### config.mk
export PLATFORM = sky130hd
export DESIGN_NAME = ierb_top
export DESIGN_NICKNAME = d
export VERILOG_FILES = /design/src/rtl/ierb_pkg.sv /design/src/rtl/ierb_flag.sv /design/src/rtl/ierb_top.sv
export SDC_FILE = /design/constraint.sdc
export NUM_CORES = 1
export LEC_CHECK = 0
export ABC_AREA = 1
export BUFFER_PORTS_ARGS = -buffer_cell sky130_fd_sc_hd__buf_4
export CAP_MARGIN = 20
export CORE_MARGIN = 3
export CORE_UTILIZATION = 54
export CTS_CLUSTER_SIZE = 28
export DETAILED_ROUTE_END_ITERATION = 8
export PLACE_DENSITY = 0.91
export SYNTH_ARGS = -nofsm -noshare
export SYNTH_HDL_FRONTEND = slang
export SYNTH_HIERARCHICAL = 1
export SYNTH_SLANG_ARGS = --single-unit
### constraint.sdc
create_clock -name MCLK_IN -period 4.96 [get_ports MCLK_IN]
set_input_delay 0.248 -clock MCLK_IN [delete_from_list [all_inputs] [get_ports MCLK_IN]]
set_output_delay 0.248 -clock MCLK_IN [all_outputs]
set_load 0.02 [all_outputs]
### src/rtl/ierb_pkg.sv
// constants for the interrupt enable and request bank
`default_nettype none

package ierb_pkg;
   // wishbone word addressing: byte address is four times the register index
   localparam int ADR_W = 20;
   localparam int IDX_W = 18;
   localparam int DAT_W = 32;
   localparam int REG_W = 16;

   localparam logic [IDX_W-1:0] IDX_EXT_EN = 18'h0F010;
   localparam logic [IDX_W-1:0] IDX_T8_EN = 18'h0F014;
   localparam logic [IDX_W-1:0] IDX_TT_EN = 18'h0F016;
   localparam logic [IDX_W-1:0] IDX_REQ = 18'h0F018;
   localparam logic [IDX_W-1:0] IDX_MST_EN = 18'h0F0F0;
   localparam logic [IDX_W-1:0] IDX_ISTAT = 18'h0F0F2;
   localparam logic [IDX_W-1:0] IDX_IEN = 18'h0F0F4;
   localparam logic [IDX_W-1:0] IDX_ICLR = 18'h0F0F6;

   // field positions
   localparam int T8_LSB = 10;
   localparam int T8_N = 6;
   localparam int T16_LSB = 0;
   localparam int T16_N = 4;
   localparam int TB_LSB = 8;
   localparam int TB_N = 3;
   localparam int WDT_BIT = 0;
   localparam int EXT_LSB = 8;
   localparam int EXT_N = 8;
   localparam int EXT_EN_LSB = 8;
   localparam int MST_EN_BIT = 0;

   // implemented bits of each register
   localparam logic [REG_W-1:0] T8_MASK = 16'hFC00;
   localparam logic [REG_W-1:0] TT_MASK = 16'h070F;
   localparam logic [REG_W-1:0] REQ_MASK = 16'hFF01;
   localparam logic [REG_W-1:0] EXT_EN_MASK = 16'hFF00;
   localparam logic [REG_W-1:0] REG_RST = 16'h0000;

   // sticky status bits
   localparam int ST_WDT = 0;
   localparam int ST_EXT = 1;
   localparam int ST_ACC = 2;
   localparam int ST_N = 3;
   localparam logic [ST_N-1:0] ST_RST = 3'h0;

   // cycles standing for one further instruction after a software-raised request
   localparam int HOLD_W = 4;
   localparam logic [HOLD_W-1:0] HOLDOFF_CYC = 4'h2;
endpackage

`default_nettype wire

### src/rtl/ierb_flag.sv
// one sticky request flag: hardware event or software set, cleared by software or acceptance
`default_nettype none

module ierb_flag (
   input wire logic clk_in,
   input wire logic rst_n_in,
   input wire logic evt_in,
   input wire logic wr_set_in,
   input wire logic wr_clr_in,
   input wire logic acc_in,
   output logic q_out,
   output logic nxt_out
);
   logic q_r;

   // a set in the same cycle as any clear wins, so no event is lost
   assign nxt_out = evt_in | wr_set_in | (q_r & ~wr_clr_in & ~acc_in);
   assign q_out = q_r;

   always_ff @(posedge clk_in or negedge rst_n_in) begin
      if (!rst_n_in) begin
         q_r <= 1'b0;
      end else begin
         q_r <= nxt_out;
      end
   end
endmodule

`default_nettype wire

### src/rtl/ierb_top.sv
// interrupt enable and request bank with wishbone register access
`default_nettype none

module ierb_top
   import ierb_pkg::*;
#(
   parameter logic [HOLD_W-1:0] HOLDOFF_P = HOLDOFF_CYC
) (
   input wire logic MCLK_IN,
   input wire logic ARST_N_IN,
   input wire logic WB_CYC_IN,
   input wire logic WB_STB_IN,
   input wire logic WB_WE_IN,
   input wire logic [ADR_W-1:0] WB_ADR_IN,
   input wire logic [3:0] WB_SEL_IN,
   input wire logic [DAT_W-1:0] WB_DAT_IN,
   output logic [DAT_W-1:0] WB_DAT_OUT,
   output logic WB_ACK_OUT,
   input wire logic WDT_EVT_IN,
   input wire logic [EXT_N-1:0] EXT_EVT_IN,
   input wire logic CPU_ACC_IN,
   input wire logic CPU_ACC_WDT_IN,
   input wire logic [EXT_N-1:0] CPU_ACC_EXT_IN,
   output logic WDT_REQ_OUT,
   output logic [EXT_N-1:0] EXT_REQ_OUT,
   output logic MASTER_EN_OUT,
   output logic [T8_N-1:0] TIMER8_EN_OUT,
   output logic [T16_N-1:0] TIMER16_EN_OUT,
   output logic [TB_N-1:0] TIMEBASE_EN_OUT,
   output logic IRQ_OUT
);
   logic rst_meta_r;
   logic rst_n_r;
   logic ack_r;
   logic [DAT_W-1:0] dat_r;
   logic [REG_W-1:0] t8_en_r;
   logic [REG_W-1:0] tt_en_r;
   logic [REG_W-1:0] ext_en_r;
   logic mst_en_r;
   logic mst_en_nxt;
   logic [ST_N-1:0] ist_r;
   logic [ST_N-1:0] ien_r;
   logic [ST_N-1:0] ev;
   logic [ST_N-1:0] iclr;
   logic irq_r;
   logic [HOLD_W-1:0] hold_r;
   logic [HOLD_W-1:0] hold_nxt;
   logic wdt_req_r;
   logic [EXT_N-1:0] ext_req_r;
   logic req_v;
   logic wr_commit;
   logic [IDX_W-1:0] idx;
   logic [REG_W-1:0] lane;
   logic [REG_W-1:0] wdat;
   logic [REG_W-1:0] rd_mux;
   logic hit_t8;
   logic hit_tt;
   logic hit_req;
   logic hit_ext;
   logic hit_mst;
   logic hit_ien;
   logic hit_iclr;
   logic acc_any;
   logic [EXT_N:0] flag_q;
   logic [EXT_N:0] flag_nxt;
   logic [EXT_N:0] evt_vec;
   logic [EXT_N:0] acc_vec;
   logic [EXT_N:0] wbit;
   logic [EXT_N:0] wlane;

   // reset is released through two flops; only the second one is used
   always_ff @(posedge MCLK_IN or negedge ARST_N_IN) begin
      if (!ARST_N_IN) begin
         rst_meta_r <= 1'b0;
         rst_n_r <= 1'b0;
      end else begin
         rst_meta_r <= 1'b1;
         rst_n_r <= rst_meta_r;
      end
   end

   // bus decode
   assign req_v = WB_CYC_IN & WB_STB_IN;
   assign idx = WB_ADR_IN[ADR_W-1:2];
   // writes land at the edge where ack is seen high, as the master samples it
   assign wr_commit = req_v & WB_WE_IN & ack_r;
   assign lane = {{8{WB_SEL_IN[1]}}, {8{WB_SEL_IN[0]}}};
   assign wdat = WB_DAT_IN[REG_W-1:0];
   assign hit_t8 = (idx == IDX_T8_EN);
   assign hit_tt = (idx == IDX_TT_EN);
   assign hit_req = (idx == IDX_REQ);
   assign hit_ext = (idx == IDX_EXT_EN);
   assign hit_mst = (idx == IDX_MST_EN);
   assign hit_ien = (idx == IDX_IEN);
   assign hit_iclr = (idx == IDX_ICLR);

   always_comb begin
      rd_mux = REG_RST;
      if (hit_t8) begin
         rd_mux = t8_en_r;
      end else if (hit_tt) begin
         rd_mux = tt_en_r;
      end else if (hit_req) begin
         rd_mux = {flag_q[EXT_N:1], 7'h00, flag_q[0]};
      end else if (hit_ext) begin
         rd_mux = ext_en_r;
      end else if (hit_mst) begin
         rd_mux = {15'h0000, mst_en_r};
      end else if (hit_ien) begin
         rd_mux = {13'h0000, ien_r};
      end else if (idx == IDX_ISTAT) begin
         rd_mux = {13'h0000, ist_r};
      end
   end

   // one wait state: ack rises the cycle after the request, drops the next
   always_ff @(posedge MCLK_IN or negedge rst_n_r) begin
      if (!rst_n_r) begin
         ack_r <= 1'b0;
      end else begin
         ack_r <= req_v & ~ack_r;
      end
   end

   // unmapped addresses are acked and read as zero
   always_ff @(posedge MCLK_IN or negedge rst_n_r) begin
      if (!rst_n_r) begin
         dat_r <= 32'h00000000;
      end else if (req_v & ~ack_r) begin
         dat_r <= {16'h0000, rd_mux};
      end
   end

   // enable registers; only implemented bits hold state
   always_ff @(posedge MCLK_IN or negedge rst_n_r) begin
      if (!rst_n_r) begin
         t8_en_r <= REG_RST;
      end else if (wr_commit & hit_t8) begin
         t8_en_r <= (t8_en_r & ~(lane & T8_MASK)) | (wdat & lane & T8_MASK);
      end
   end

   always_ff @(posedge MCLK_IN or negedge rst_n_r) begin
      if (!rst_n_r) begin
         tt_en_r <= REG_RST;
      end else if (wr_commit & hit_tt) begin
         tt_en_r <= (tt_en_r & ~(lane & TT_MASK)) | (wdat & lane & TT_MASK);
      end
   end

   always_ff @(posedge MCLK_IN or negedge rst_n_r) begin
      if (!rst_n_r) begin
         ext_en_r <= REG_RST;
      end else if (wr_commit & hit_ext) begin
         ext_en_r <= (ext_en_r & ~(lane & EXT_EN_MASK)) | (wdat & lane & EXT_EN_MASK);
      end
   end

   // master enable: acceptance beats a software set in the same cycle
   assign acc_any = CPU_ACC_IN | CPU_ACC_WDT_IN | (|CPU_ACC_EXT_IN);

   always_comb begin
      mst_en_nxt = mst_en_r;
      if (acc_any) begin
         mst_en_nxt = 1'b0;
      end else if (wr_commit & hit_mst & WB_SEL_IN[0]) begin
         mst_en_nxt = wdat[MST_EN_BIT];
      end
   end

   always_ff @(posedge MCLK_IN or negedge rst_n_r) begin
      if (!rst_n_r) begin
         mst_en_r <= 1'b0;
      end else begin
         mst_en_r <= mst_en_nxt;
      end
   end

   // request flags: index 0 is the watchdog, 1..8 the external inputs
   assign evt_vec = {EXT_EVT_IN, WDT_EVT_IN};
   assign acc_vec = {CPU_ACC_EXT_IN, CPU_ACC_WDT_IN};
   assign wbit = {wdat[EXT_LSB +: EXT_N], wdat[WDT_BIT]};
   assign wlane = {{EXT_N{wr_commit & hit_req & WB_SEL_IN[1]}},
      wr_commit & hit_req & WB_SEL_IN[0]};

   genvar gi;
   generate
      for (gi = 0; gi <= EXT_N; gi++) begin : g_flag
         ierb_flag u_flag (
            .clk_in(MCLK_IN),
            .rst_n_in(rst_n_r),
            .evt_in(evt_vec[gi]),
            .wr_set_in(wlane[gi] & wbit[gi]),
            .wr_clr_in(wlane[gi] & ~wbit[gi]),
            .acc_in(acc_vec[gi]),
            .q_out(flag_q[gi]),
            .nxt_out(flag_nxt[gi])
         );
      end
   endgenerate

   // a software write to the request or external enable register holds off delivery, standing
   // in for the one instruction the cpu executes before its transfer cycle
   always_comb begin
      hold_nxt = hold_r;
      if (wr_commit & (hit_req | hit_ext)) begin
         hold_nxt = HOLDOFF_P;
      end else if (hold_r != 4'h0) begin
         hold_nxt = hold_r - 4'h1;
      end
   end

   always_ff @(posedge MCLK_IN or negedge rst_n_r) begin
      if (!rst_n_r) begin
         hold_r <= 4'h0;
      end else begin
         hold_r <= hold_nxt;
      end
   end

   // requests built from next-state values so acceptance drops them at once
   always_ff @(posedge MCLK_IN or negedge rst_n_r) begin
      if (!rst_n_r) begin
         wdt_req_r <= 1'b0;
      end else begin
         wdt_req_r <= flag_nxt[0] & (hold_nxt == 4'h0);
      end
   end

   // external enables are taken as registered, so a new one shows one cycle later; master enable is taken at its next value
   always_ff @(posedge MCLK_IN or negedge rst_n_r) begin
      if (!rst_n_r) begin
         ext_req_r <= 8'h00;
      end else begin
         ext_req_r <= flag_nxt[EXT_N:1] & ext_en_r[EXT_EN_LSB +: EXT_N] & {EXT_N{mst_en_nxt}}
            & {EXT_N{hold_nxt == 4'h0}};
      end
   end

   // block interrupt: sticky status, enable, write-one-to-clear register
   assign ev[ST_WDT] = flag_nxt[0] & ~flag_q[0];
   assign ev[ST_EXT] = |(flag_nxt[EXT_N:1] & ~flag_q[EXT_N:1]);
   assign ev[ST_ACC] = acc_any;
   assign iclr = {ST_N{wr_commit & hit_iclr & WB_SEL_IN[0]}} & wdat[ST_N-1:0];

   always_ff @(posedge MCLK_IN or negedge rst_n_r) begin
      if (!rst_n_r) begin
         ist_r <= ST_RST;
      end else begin
         ist_r <= (ist_r & ~iclr) | ev;
      end
   end

   always_ff @(posedge MCLK_IN or negedge rst_n_r) begin
      if (!rst_n_r) begin
         ien_r <= ST_RST;
      end else if (wr_commit & hit_ien & WB_SEL_IN[0]) begin
         ien_r <= wdat[ST_N-1:0];
      end
   end

   always_ff @(posedge MCLK_IN or negedge rst_n_r) begin
      if (!rst_n_r) begin
         irq_r <= 1'b0;
      end else begin
         irq_r <= |(ist_r & ien_r);
      end
   end

   assign WB_ACK_OUT = ack_r;
   assign WB_DAT_OUT = dat_r;
   assign WDT_REQ_OUT = wdt_req_r;
   assign EXT_REQ_OUT = ext_req_r;
   assign MASTER_EN_OUT = mst_en_r;
   assign TIMER8_EN_OUT = t8_en_r[T8_LSB +: T8_N];
   assign TIMER16_EN_OUT = tt_en_r[T16_LSB +: T16_N];
   assign TIMEBASE_EN_OUT = tt_en_r[TB_LSB +: TB_N];
   assign IRQ_OUT = irq_r;
endmodule

`default_nettype wire

==> metrics.md, run 1 <==
| Metric | Value |
|---|---|
| Via Count | 3,290 |
| Pre-Repair DR Iteration Count | 7 |
| Total global-route track usage | approximately a quarter |
| Avg WL per Cell | between 10 and 15 microns |
| Static Leakage | around 2.4 nW |
| Finished Cell Area | 4579 sq um |
| DRC Markers | 0 |
| Setup crit end | ist_r[1] |
| Placer Congestion | around 0.89 |
| Tmin final | approximately 2.4 ns |
| Core area | 6459 sq um |
| Post CTS Setup Buffer Count | 0 |
| Die height | 88.45 microns |
| IO Pins | ~140 |
| Total power | 1.426 mW |
| Met1 Track Usage GR | roughly 29% |
| Seq cells post-synth | 66 |
| Vias in the first global route | about 3,200 |
| Starting Density | between 50 and 60% |
| Antenna Cells | 0 |
| Reg-to-reg slack, setup | ~2.8 ns |
| Mean area per synthesized cell | 8.086 sq um |
| Buffers added on ports | between 90 and 100 |
| Final worst setup slack | ~2.6 ns |
| Vias per cell | approximately 5.2 |
| Row count | 29 |
| Register area | approximately 1700 sq um |
| Clock Tree Buf Depth | 2 |
| Met3 Use GR | under 10% |
| Placed Area | around 4300 sq um |
| Synth top area share | ~45% |
| R2r endpoint | ist_r[1] |
| Critical Path AT | 2.58 ns |
| Clock transition at path regs | 0.07 ns |
| Post-Route Skew | around 0.0097 ns |
| Clk Latency, worst-skew pair | 0.35 ns |
| Worst EP required | a little over 5 ns |
| Placed cell count | around 600 |
| Cells after Synth | 454 |
| Iteration-0 DRC Markers | about 270 |
| Startpoint type of the worst setup path | primary input |
| Post-Syn Area | approximately 3700 sq um |
| RSZ-0062 raised after global routing | false |
| Max Clock Freq | 424.6 MHz |
| Non-Filler Instances | between 600 and 700 |
| GR Layer Usage met2 | 42.01% |
| Post-place setup slack | ~2.2 ns |
| Total congestion overflow | 0 |
| Slew Limit Headroom | ~47% |
| R2R cell count | 13 |
| Hold WS | 0.1335 ns |
| Top post-synthesis cells by area | dfrtp_1 (45%), nand2_1 (9.7%), inv_1 (6.3%) |
| DP Wirelength | 6940 microns |
| Clock Sinks | 66 |
| Power Density | a little over 300 nW/um^2 |
| Detail Route Antenna Nets | 0 |
| Pin count of the biggest net entering global routing | between 60 and 70 |
| Worst Path Max Fanout | 16 |
| Synth cell types | 35 |
| Final setup viols | 0 |
| Syn. warnings | 6 |
| Status | finished clean |
| Initial antenna violation count | 0 |
| Post-Route WL | roughly 9300 microns |
| Hold Crit Class | primary input to register |
| Total Nets Final | roughly 630 |
| Peak VDD IR | between 0.0002 and 0.00025 V |
| Die ar. | about 8000 sq um |
| Setup crit end kind | register |
| Worst-Margin Slew | around 0.8 ns |
| First-pass GRT wire length | approximately 15,000 microns |
| Synth area leader | dfrtp_1 |
| Sequential fraction of the synthesis area | 44.99% |
| Final Core Density | a little over 70% |
| Grt peak-use layer | met2 |
| Die width | between 80 and 90 microns |
| WS Path Type | primary input to register |
| Worst setup startpoint | WB_ADR_IN[19] |
| Number of H-tree levels | 3 |
| Setup Total Neg Slack | 0 ns |
| TritonCTS clock tree | yes |
| Max Cap Viol | 0 |
| Pins Over Slew Limit | 0 |
| Area growth from synthesis to layout | 24.74% |
| Fin. Hold Viols | 0 |
| Worst R2R Start | WB_ACK_OUT |
| Fillcell total | 498 |
| Num CTS Buffers | 9 |
| Share of layout cells above drive strength 1 | a little under a third |
| Final period utilization | 47.48% |
| Area of the multi-input gates | roughly 1600 sq um |
| CTS root buf | clkbuf_8 |
## layout by cell type, fill, tap and decap left out, types with 7 or more instances in the layout
master,n
nor2_4,7
a21oi_1,12
clkbuf_8,10
nor2_2,24
nand4_1,9
o21ai_1,15
o21ai_2,8
nand3_1,18
inv_2,7
dfrtp_1,65
nand2_1,95
nor2_1,49
buf_4,93
conb_1,21
inv_1,62
o21ai_0,13
## critical path, cell delays in order
cell and delay, ns:
buf_4 0.11, nor2_2 0.41, inv_1 0.15, nor2_4 0.19, nand2_4 0.13, nor3_4 0.17, nand2_2 0.29, nor2_2 0.18
inv_1 0.06, nand3_1 0.08, nand2_1 0.09, nand2_1 0.08, o2111ai_1 0.11, nor3_1 0.21, nand2_1 0.08
## timing repair
action	4_1_cts	5_1_grt
endpoints found under the hold margin	2	0
resized for setup	0	0
hold buffers	1	0
## worst min path at each step
stage,from,endpoint,cells past startpoint
floorplan,ARST_N_IN,rst_meta_r,0
global placement,ARST_N_IN,rst_meta_r,1
detailed placement,ARST_N_IN,rst_meta_r,1
CTS,WDT_EVT_IN,g_flag[0].u_flag/q_out,3
global route,WB_DAT_IN[3],register,3
finish,EXT_EVT_IN[5],g_flag[6].u_flag/q_out,3
## cell families (layout without fill, tap and decap cells)
logic type,Yosys count,after routing,share of synthesized area [%]
other,2,21,0.2046
DFF,66,66,44.99
adders and majority gates,1,1,0.3408
xor gates and xnor gates,1,1,0.2386
buffers and inverters,97,179,12.85
AOI/OAI and AO/OA,57,57,9.168
and+or+nand+nor,230,230,32.21
## Yosys cell counts
master     count
o21ai_0       13
nor3_1         6
nand4_1        9
o21ai_1       15
buf_8          1
buf_2          2
nor2_4         7
nand3_2        3
nand3_4        1
nand2_2        5
nand2_1       95
nand3_1       18
clkbuf_1       2
o2111ai_1      1
a21oi_1       12
conb_1         2
nor3_4         1
buf_4         21
or2_2          4
nand4_4        2
ha_1           1
nand2_4        3
nand3b_1       1
nor2_1        49
inv_1         62
nor2_2        24
nor2_8         1
nand4_2        1
o21ai_2        8
xor2_1         1
o211ai_1       6
dfrtp_1       66
buf_6          2
o22ai_1        2
inv_2          7
## power by group
| group | switching, mW | internal (mW) | total (mW) |
|---|---|---|---|
| clock network | 0.206 | 0.349 | 0.555 |
| registers | 0.0225 | 0.571 | 0.593 |
| logic | 0.175 | 0.103 | 0.278 |
| total | 0.403 | 1.02 | 1.43 |
## per-layer routing
metal	vias to the layer above	wire [microns]
li1	1577	-
met1	1524	3673
met2	155	4622
met4	0	307
met5	-	0
met3	34	715
## final cells by class
class / count / area share [%]
inverter: 69 / 5.656
multi-input combinational: 310 / 35.36
clock inverter: 4 / 2.158
clock buffer: 12 / 3.169
timing repair buffer: 94 / 15.46
sequential: 66 / 36.09
tap: 77 / 2.104
Power figures use the tool's default switching activity.
==> inputs of run 2 (changes only) <==
--- a/config.mk
+++ b/config.mk
@@ -9,10 +9,10 @@
 export BUFFER_PORTS_ARGS = -buffer_cell sky130_fd_sc_hd__buf_4
 export CAP_MARGIN = 20
 export CORE_MARGIN = 3
-export CORE_UTILIZATION = 54
+export CORE_UTILIZATION = 50
 export CTS_CLUSTER_SIZE = 28
 export DETAILED_ROUTE_END_ITERATION = 8
-export PLACE_DENSITY = 0.91
+export PLACE_DENSITY = 0.85
 export SYNTH_ARGS = -nofsm -noshare
 export SYNTH_HDL_FRONTEND = slang
 export SYNTH_HIERARCHICAL = 1
==> constraint.sdc (replaced) <==
create_clock -name MCLK_IN -period 2.3 [get_ports MCLK_IN]
set_input_delay 0.115 -clock MCLK_IN [delete_from_list [all_inputs] [get_ports MCLK_IN]]
set_output_delay 0.115 -clock MCLK_IN [all_outputs]
set_load 0.02 [all_outputs]
==> run 2 against run 1 <==
Design area rose by 1.3%. Total power is 110% higher. Combinational power grew 110%. Critical path depth fell by 2. First-iteration DRC count is 24% lower. Cell count is 3.6% higher. Via count is 0.49% higher. Non-clock buffer count rose by 4. Sequential share of layout area is 0.46 points lower. Global-route usage decreased by 1.7 points. Worst hold slack worse by 0.12 ns. Wire length grew 0.33%. Largest cell class unchanged.
==> metrics.md, run 2 (synthesis results as in run 1) <==
| Metric | Value |
|---|---|
| Max Cap Viol | 0 (unchanged) |
| Die height | 91.69 microns (+3.7%) |
| IO Pins | 137 (unchanged) |
| Non-Filler Instances | 655 (+3.6%) |
| Met3 Use GR | 3.938% (-0.53 points) |
| TritonCTS clock tree | yes |
| HP Start | EXT_EVT_IN[6] |
| Final worst setup slack | 0.2712 ns (-2.334 ns) |
| Met1 Track Usage GR | 27.99% (-1.3 points) |
| Via Count | 3,306 (+0.49%) |
| Clock Sinks | 66 (unchanged) |
| Int Pwr | 2.127 mW (+110%) |
| Post-place setup slack | 0.03658 ns (-2.210 ns) |
| Iteration-0 DRC Markers | 205 (-24%) |
| Final period utilization | around nine tenths |
| DRC Markers | 0 (unchanged) |
| Clk pwr share | 37.2% (-1.7 points) |
| Area growth from synthesis to layout | 26.35% |
| Worst R2R Start | WB_ACK_OUT |
| Number of H-tree levels | 3 (unchanged) |
| Total power | 2.982 mW (+110%) |
| Max Clock Freq | 492.9 MHz |
| Total congestion overflow | 0 (unchanged) |
| Die ar. | 8406 sq um (+7.4%) |
| R2R cell count | 13 (unchanged) |
| Placed Area | 4384 sq um (+1.4%) |
| GR Layer Usage met2 | 39.68% (-2.3 points) |
| Antenna Cells | 0 (unchanged) |
| Sw frac | 28.67% (+0.40 points) |
| Finished Cell Area | 4638 sq um (+1.3%) |
| Peak VDD IR | 0.0003451 V (+67%) |
| Flop pwr share | 43.1% (+1.5 points) |
| Sw power | 0.8551 mW (+110%) |
| Power Density | 643.0 nW/um^2 (+110%) |
| Slowest stage delay, CP | 0.40 ns (about the same) |
| Final Core Density | 66.79% (-4.1 points) |
| Die width | 91.69 microns (+3.7%) |
| Share of layout cells above drive strength 1 | 32.02% (+0.49 points) |
| First-pass GRT wire length | 15,280 microns (+5.0%) |
| Commonest cells after routing, fill and taps aside | nand2_1 (95), buf_4 (95), dfrtp_1 (65), inv_1 (62), nor2_1 (49) |
| Clock transition at path regs | 0.07 ns (about the same) |
| WS Path Type | register to register |
| Final setup viols | 0 (unchanged) |
| Reg-to-reg slack, setup | 0.27 ns (-2.53 ns) |
| Pin count of the biggest net entering global routing | 36 (-45%) |
| Clock Tree Buf Depth | 2 (unchanged) |
| Initial antenna violation count | 0 (unchanged) |
| Hold WS | 0.01057 ns (-0.1229 ns) |
| Total Nets Final | 635 (+0.63%) |
| Buffers added on ports | 92 (unchanged) |
| Area of the multi-input gates | 1624 sq um (+0.31%) |
| Grt peak-use layer | met2 |
| RSZ-0062 raised after global routing | false |
| Cell type of the slowest stage on the worst timing path | dfrtp_1 |
| Vias per cell | 5.047 (-3.0%) |
| Setup Total Neg Slack | 0 ns (unchanged) |
| Num CTS Buffers | 9 (unchanged) |
| Pins Over Slew Limit | 0 (unchanged) |
| Core area | 6944 sq um (+7.5%) |
| DP Wirelength | 7105 microns (+2.4%) |
| Clk Latency, worst-skew pair | 0.34 ns (about the same) |
| Hold Crit Endpoint | g_flag[7].u_flag/q_out |
| Pre-Repair DR Iteration Count | 5 (-2) |
| Setup crit end kind | register |
| Fin. Hold Viols | 0 (unchanged) |
| R2r endpoint | ist_r[1] |
| Critical path cell sequence | nand4_2 -> inv_1 -> nand2_1 -> inv_2 -> nand2_4 -> nor2_2 -> inv_1 -> nand3_1 -> nand2_1 -> nand2_1 -> o2111ai_1 -> nor3_1 -> nand2_1 |
| WHS Path Cells | 3 (unchanged) |
| Total global-route track usage | 22.93% (-1.7 points) |
| Slew Limit Headroom | 53.62% (+7.0 points) |
| Post-Route Skew | 0.008529 ns (-0.001172 ns) |
| Avg WL per Cell | 14.27 microns (-3.2%) |
| Row count | 30 (+3.4%) |
| Register area | 1653 sq um (unchanged) |
| Vias in the first global route | 3,249 (+2.5%) |
| Worst-Margin Slew | 0.6958 ns (-0.1056 ns) |
| Static Leakage | 2.485 nW (+1.5%) |
| Placed cell count | 637 (+3.6%) |
| Worst EP required | 2.52 ns (-2.67 ns) |
| Top cell by count, worst path | nand2_1 |
| Fillcell total | 578 (+16%) |
| Placer Congestion | 0.9013 (+1.1%) |
| Post-Route WL | 9349 microns (+0.33%) |
| CTS root buf | clkbuf_8 |
| Detail Route Antenna Nets | 0 (unchanged) |
| Startpoint type of the worst setup path | register |
| Tmin final | slightly above 2 ns |
| Worst Path Max Fanout | 16 (unchanged) |
| Status | finished clean |
| Comb power frac | 19.7% (+0.2 points) |
| Hold Crit Class | primary input to register |
| Starting Density | 52.86% (-4.0 points) |
| Critical Path AT | 2.25 ns (-0.33 ns) |
[run 2: cell count changes in the layout (fill, tap and decap cells not counted), sizes merged]
cell         previous run  this run
dlygate4sd3             1         2
bufinv                  3         2
buf                    93        96
clkinv                  1         2
[run 2: worst max path at each step]
stage / from / to / slack, ns / depth (start not counted)
after floorplan: rst_n_r / EXT_REQ_OUT[0] / 0.33 / 0
after detailed placement: WB_ADR_IN[8] / ist_r[1] / 0.04 / 15
after CTS: WB_ACK_OUT / ist_r[1] / 0.13 / 13
after global routing: WB_ACK_OUT / ist_r[1] / 0.07 / 13
final: WB_ACK_OUT / ist_r[1] / 0.27 / 13
after global placement: WB_ADR_IN[8] / ist_r[1] / 0.18 / 15
[run 2: power by group through the flow]
stage / Clock, mW / Combinational (mW) / Sequential, mW
after floorplan: 0 / 0.385 / 1.33
after global placement: 0 / 0.557 / 1.30
after detailed placement: 0 / 0.583 / 1.31
after CTS: 1.12 / 0.591 / 1.29
after global routing: 1.17 / 0.662 / 1.30
final: 1.11 / 0.587 / 1.29
[run 2: per-layer routing]
metal  vias up  routed length [microns]
met5         -                        0
met4         0                      218
met3        22                      694
met2       145                     4738
met1      1553                     3696
li1       1586                        -
[run 2: critical path, delay by kind of cell, from the launching register on]
family                 cells  cell delay, ns
DFF                        1            0.40
and+or+nand+nor            9            1.02
AOI/OAI and AO/OA          1            0.13
buffers and inverters      3            0.35
[run 2: area by class of cell]
type / instances / area share [%]
sequential: 66 / 35.64
multi-input combinational: 310 / 35.01
timing repair buffer: 98 / 16.24
inverter: 69 / 5.584
clock buffer: 12 / 3.345
tap: 96 / 2.590
clock inverter: 4 / 1.592
[run 2: repair_timing]
action / CTS / global route
setup endpoints to repair: 0 / 1
buffers inserted: 0 / 0
resized for setup: 0 / 1
endpoints found under the hold margin: 3 / 0
hold buffers: 2 / 0
==> inputs of run 3 (changes only) <==
--- a/config.mk
+++ b/config.mk
@@ -9,10 +9,10 @@
 export BUFFER_PORTS_ARGS = -buffer_cell sky130_fd_sc_hd__buf_4
 export CAP_MARGIN = 20
 export CORE_MARGIN = 3
-export CORE_UTILIZATION = 50
+export CORE_UTILIZATION = 54
 export CTS_CLUSTER_SIZE = 28
 export DETAILED_ROUTE_END_ITERATION = 8
-export PLACE_DENSITY = 0.85
+export PLACE_DENSITY = 0.91
 export SYNTH_ARGS = -nofsm -noshare
 export SYNTH_HDL_FRONTEND = slang
 export SYNTH_HIERARCHICAL = 1
==> constraint.sdc (replaced) <==
create_clock -name MCLK_IN -period 2.4 [get_ports MCLK_IN]
set_input_delay 0.12 -clock MCLK_IN [delete_from_list [all_inputs] [get_ports MCLK_IN]]
set_output_delay 0.12 -clock MCLK_IN [all_outputs]
set_load 0.02 [all_outputs]
==> run 3 against run 2 <==
Critical path type unchanged. Critical path depth is the same. Largest power group unchanged. Via count rose by 2.2%. Register-to-register slack worse by 0.03 ns. Design area fell by 1.3%. Wire length is 1.7% higher. Combinational power shrank 1%.
==> metrics.md, run 3 (synthesis results as in run 1) <==
| Metric | Value |
|---|---|
| Hold Crit Class | primary input to register |
| Area growth from synthesis to layout | 24.64% |
| Post CTS Setup Buffer Count | 0 (unchanged) |
| WS Path Type | register to register |
| Clock transition at path regs | 0.07 ns (about the same) |
| Worst-Margin Slew | 0.7362 ns (+0.04040 ns) |
| Pre-Repair DR Iteration Count | 7 (+2) |
| Total Nets Final | 635 (unchanged) |
| Die height | 88.45 microns (-3.5%) |
| Post-Route WL | 9506 microns (+1.7%) |
| Critical path cell sequence | nand4_2 -> inv_1 -> nand2_1 -> inv_2 -> nand2_2 -> nor2_2 -> inv_1 -> nand3_1 -> nand2_1 -> nand2_1 -> o2111ai_1 -> nor3_1 -> nand2_1 |
| Vias per cell | 5.314 (+5.3%) |
| Starting Density | 56.84% (+4.0 points) |
| Total congestion overflow | 0 (unchanged) |
| Worst path buffer plus inverter count | 3 (unchanged) |
| First-pass GRT wire length | 15,330 microns (+0.36%) |
| Pin count of the biggest net entering global routing | 35 (-2.8%) |
| DP Wirelength | 7275 microns (+2.4%) |
| Clock Sinks | 66 (unchanged) |
| Post-Route Skew | 0.01043 ns (+0.001905 ns) |
| Die width | 88.45 microns (-3.5%) |
| Startpoint type of the worst setup path | register |
| Placer Congestion | 0.8733 (-3.1%) |
| Peak VDD IR | 0.0004280 V (+24%) |
| Total global-route track usage | 25.72% (+2.8 points) |
| Clk Latency, worst-skew pair | 0.35 ns (about the same) |
| Register area | 1653 sq um (unchanged) |
| Max Clock Freq | 462.2 MHz (-6.2%) |
| Pins Over Slew Limit | 0 (unchanged) |
| Share of layout cells above drive strength 1 | 32.02% (unchanged) |
| Detail Route Antenna Nets | 0 (unchanged) |
| Top cell by count, worst path | nand2_1 |
| DRC Markers | 0 (unchanged) |
| Crit path max-delay family | simple AND/OR/NAND/NOR gates |
| Setup crit end kind | register |
| Critical Path AT | 2.40 ns (+0.15 ns) |
| Num CTS Buffers | 9 (unchanged) |
| Cell type of the slowest stage on the worst timing path | dfrtp_1 |
| Status | finished clean |
| Worst EP required | 2.63 ns (+0.11 ns) |
| Slowest stage delay, CP | 0.39 ns (about the same) |
| Vias in the first global route | 3,413 (+5.0%) |
| Area of the multi-input gates | 1619 sq um (-0.31%) |
| Number of H-tree levels | 3 (unchanged) |
| Initial antenna violation count | 0 (unchanged) |
| Setup Total Neg Slack | 0 ns (unchanged) |
| Slew Limit Headroom | 50.92% (-2.7 points) |
| Fillcell total | 518 (-10%) |
| RSZ-0062 raised after global routing | false |
| IO Pins | 137 (unchanged) |
| Via Count | 3,380 (+2.2%) |
| CTS root buf | clkbuf_8 |
| Row count | 29 (-3.3%) |
| Iteration-0 DRC Markers | 175 (-15%) |
| Final period utilization | 90.15% (+1.9 points) |
| Die ar. | 7823 sq um (-6.9%) |
| Tmin final | 2.164 ns (+0.1348 ns) |
| Hold WS | 0.008031 ns (-0.002539 ns) |
| Fin. Hold Viols | 0 (unchanged) |
| Avg WL per Cell | 14.95 microns (+4.7%) |
| Static Leakage | 2.456 nW (-1.2%) |
| Worst Path Max Fanout | 16 (unchanged) |
| Core area | 6459 sq um (-7.0%) |
| Commonest cells after routing, fill and taps aside | nand2_1 (95), buf_4 (95), dfrtp_1 (65), inv_1 (62), nor2_1 (49) |
| Power Density | 599.9 nW/um^2 (-6.7%) |
| Antenna Cells | 0 (unchanged) |
| Clock Tree Buf Depth | 2 (unchanged) |
| Max Cap Viol | 0 (unchanged) |
| TritonCTS clock tree | yes |
| Buffers added on ports | 92 (unchanged) |
| Final setup viols | 0 (unchanged) |
run 3: cell types whose count changed in the layout (fill, tap and decap cells not counted):
cell,change
bufinv_16,-1
nand2_4,-1
clkinv_2,+2
clkbuf_8,-1
nand2_2,+1
run 3: stage by stage:
step | instance area [sq um] | util (%) | setup WS (ns) | total power [mW] | std cells
after global routing | 4576 | 70.84 | 0.006730 | 2.869 | 636
after global placement | 4360 | 67.51 | 0.2651 | 1.782 | 618
after detailed placement | 4360 | 67.51 | 0.1290 | 1.819 | 618
after floorplan | 3742 | - | 0.4261 | 1.642 | 473
final | 4576 | 70.84 | 0.2364 | 2.745 | 636
after CTS | 4576 | 70.84 | 0.2382 | 2.746 | 636
run 3: routing by layer:
| metal | up-vias | track usage, % | part of all wire, % |
|---|---|---|---|
| li1 | 1582 | - | - |
| met1 | 1603 | 29.90 | 38 |
| met2 | 169 | 46.43 | 51 |
| met3 | 26 | 4.562 | 8.0 |
| met4 | 0 | 10.99 | 2.5 |
| met5 | - | 0 | 0 |
run 3: area by class of cell:
class                           instances  area share (%)
Clock buffer                           11           3.090
Timing Repair Buffer                   98           16.46
Sequential cell                        66           36.12
Inverter                               69           5.660
Tap cell                               77           2.106
Clock inverter                          5           1.176
Multi-Input combinational cell        310           35.38
run 3: report_power, final:
part | switching [mW] | leakage (nW) | internal, mW
Combinational | 0.363 | 1.50 | 0.218
Sequential | 0.0539 | 0.853 | 1.18
Clock | 0.426 | 0.103 | 0.505
Total | 0.843 | 2.46 | 1.90
run 3: worst min-delay path: stages:
cell     delay (ns)
buf_4          0.07
nor2_1         0.03
nand2_1        0.08
run 3: worst paths after layout:
check | cells after the start | to | slack [ns] | startpoint
min | 3 | g_flag[4].u_flag/q_out | 0.008 | EXT_EVT_IN[3]
min reg2reg | 0 | EXT_REQ_OUT[5] | 0.33 | rst_n_r
max | 13 | ist_r[1] | 0.24 | WB_ACK_OUT
max in group asynchronous | 1 | async pin | 1.42 | rst_n_r
min in group asynchronous | 2 | rst_meta_r | 0.09 | ARST_N_IN
max reg2reg | 13 | ist_r[1] | 0.24 | WB_ACK_OUT
run 3: repair_timing:
action	4_1_cts	5_1_grt
gates resized for setup	0	0
setup endpoints to repair	0	0
hold endpoints to repair	3	0
hold buffers	2	0
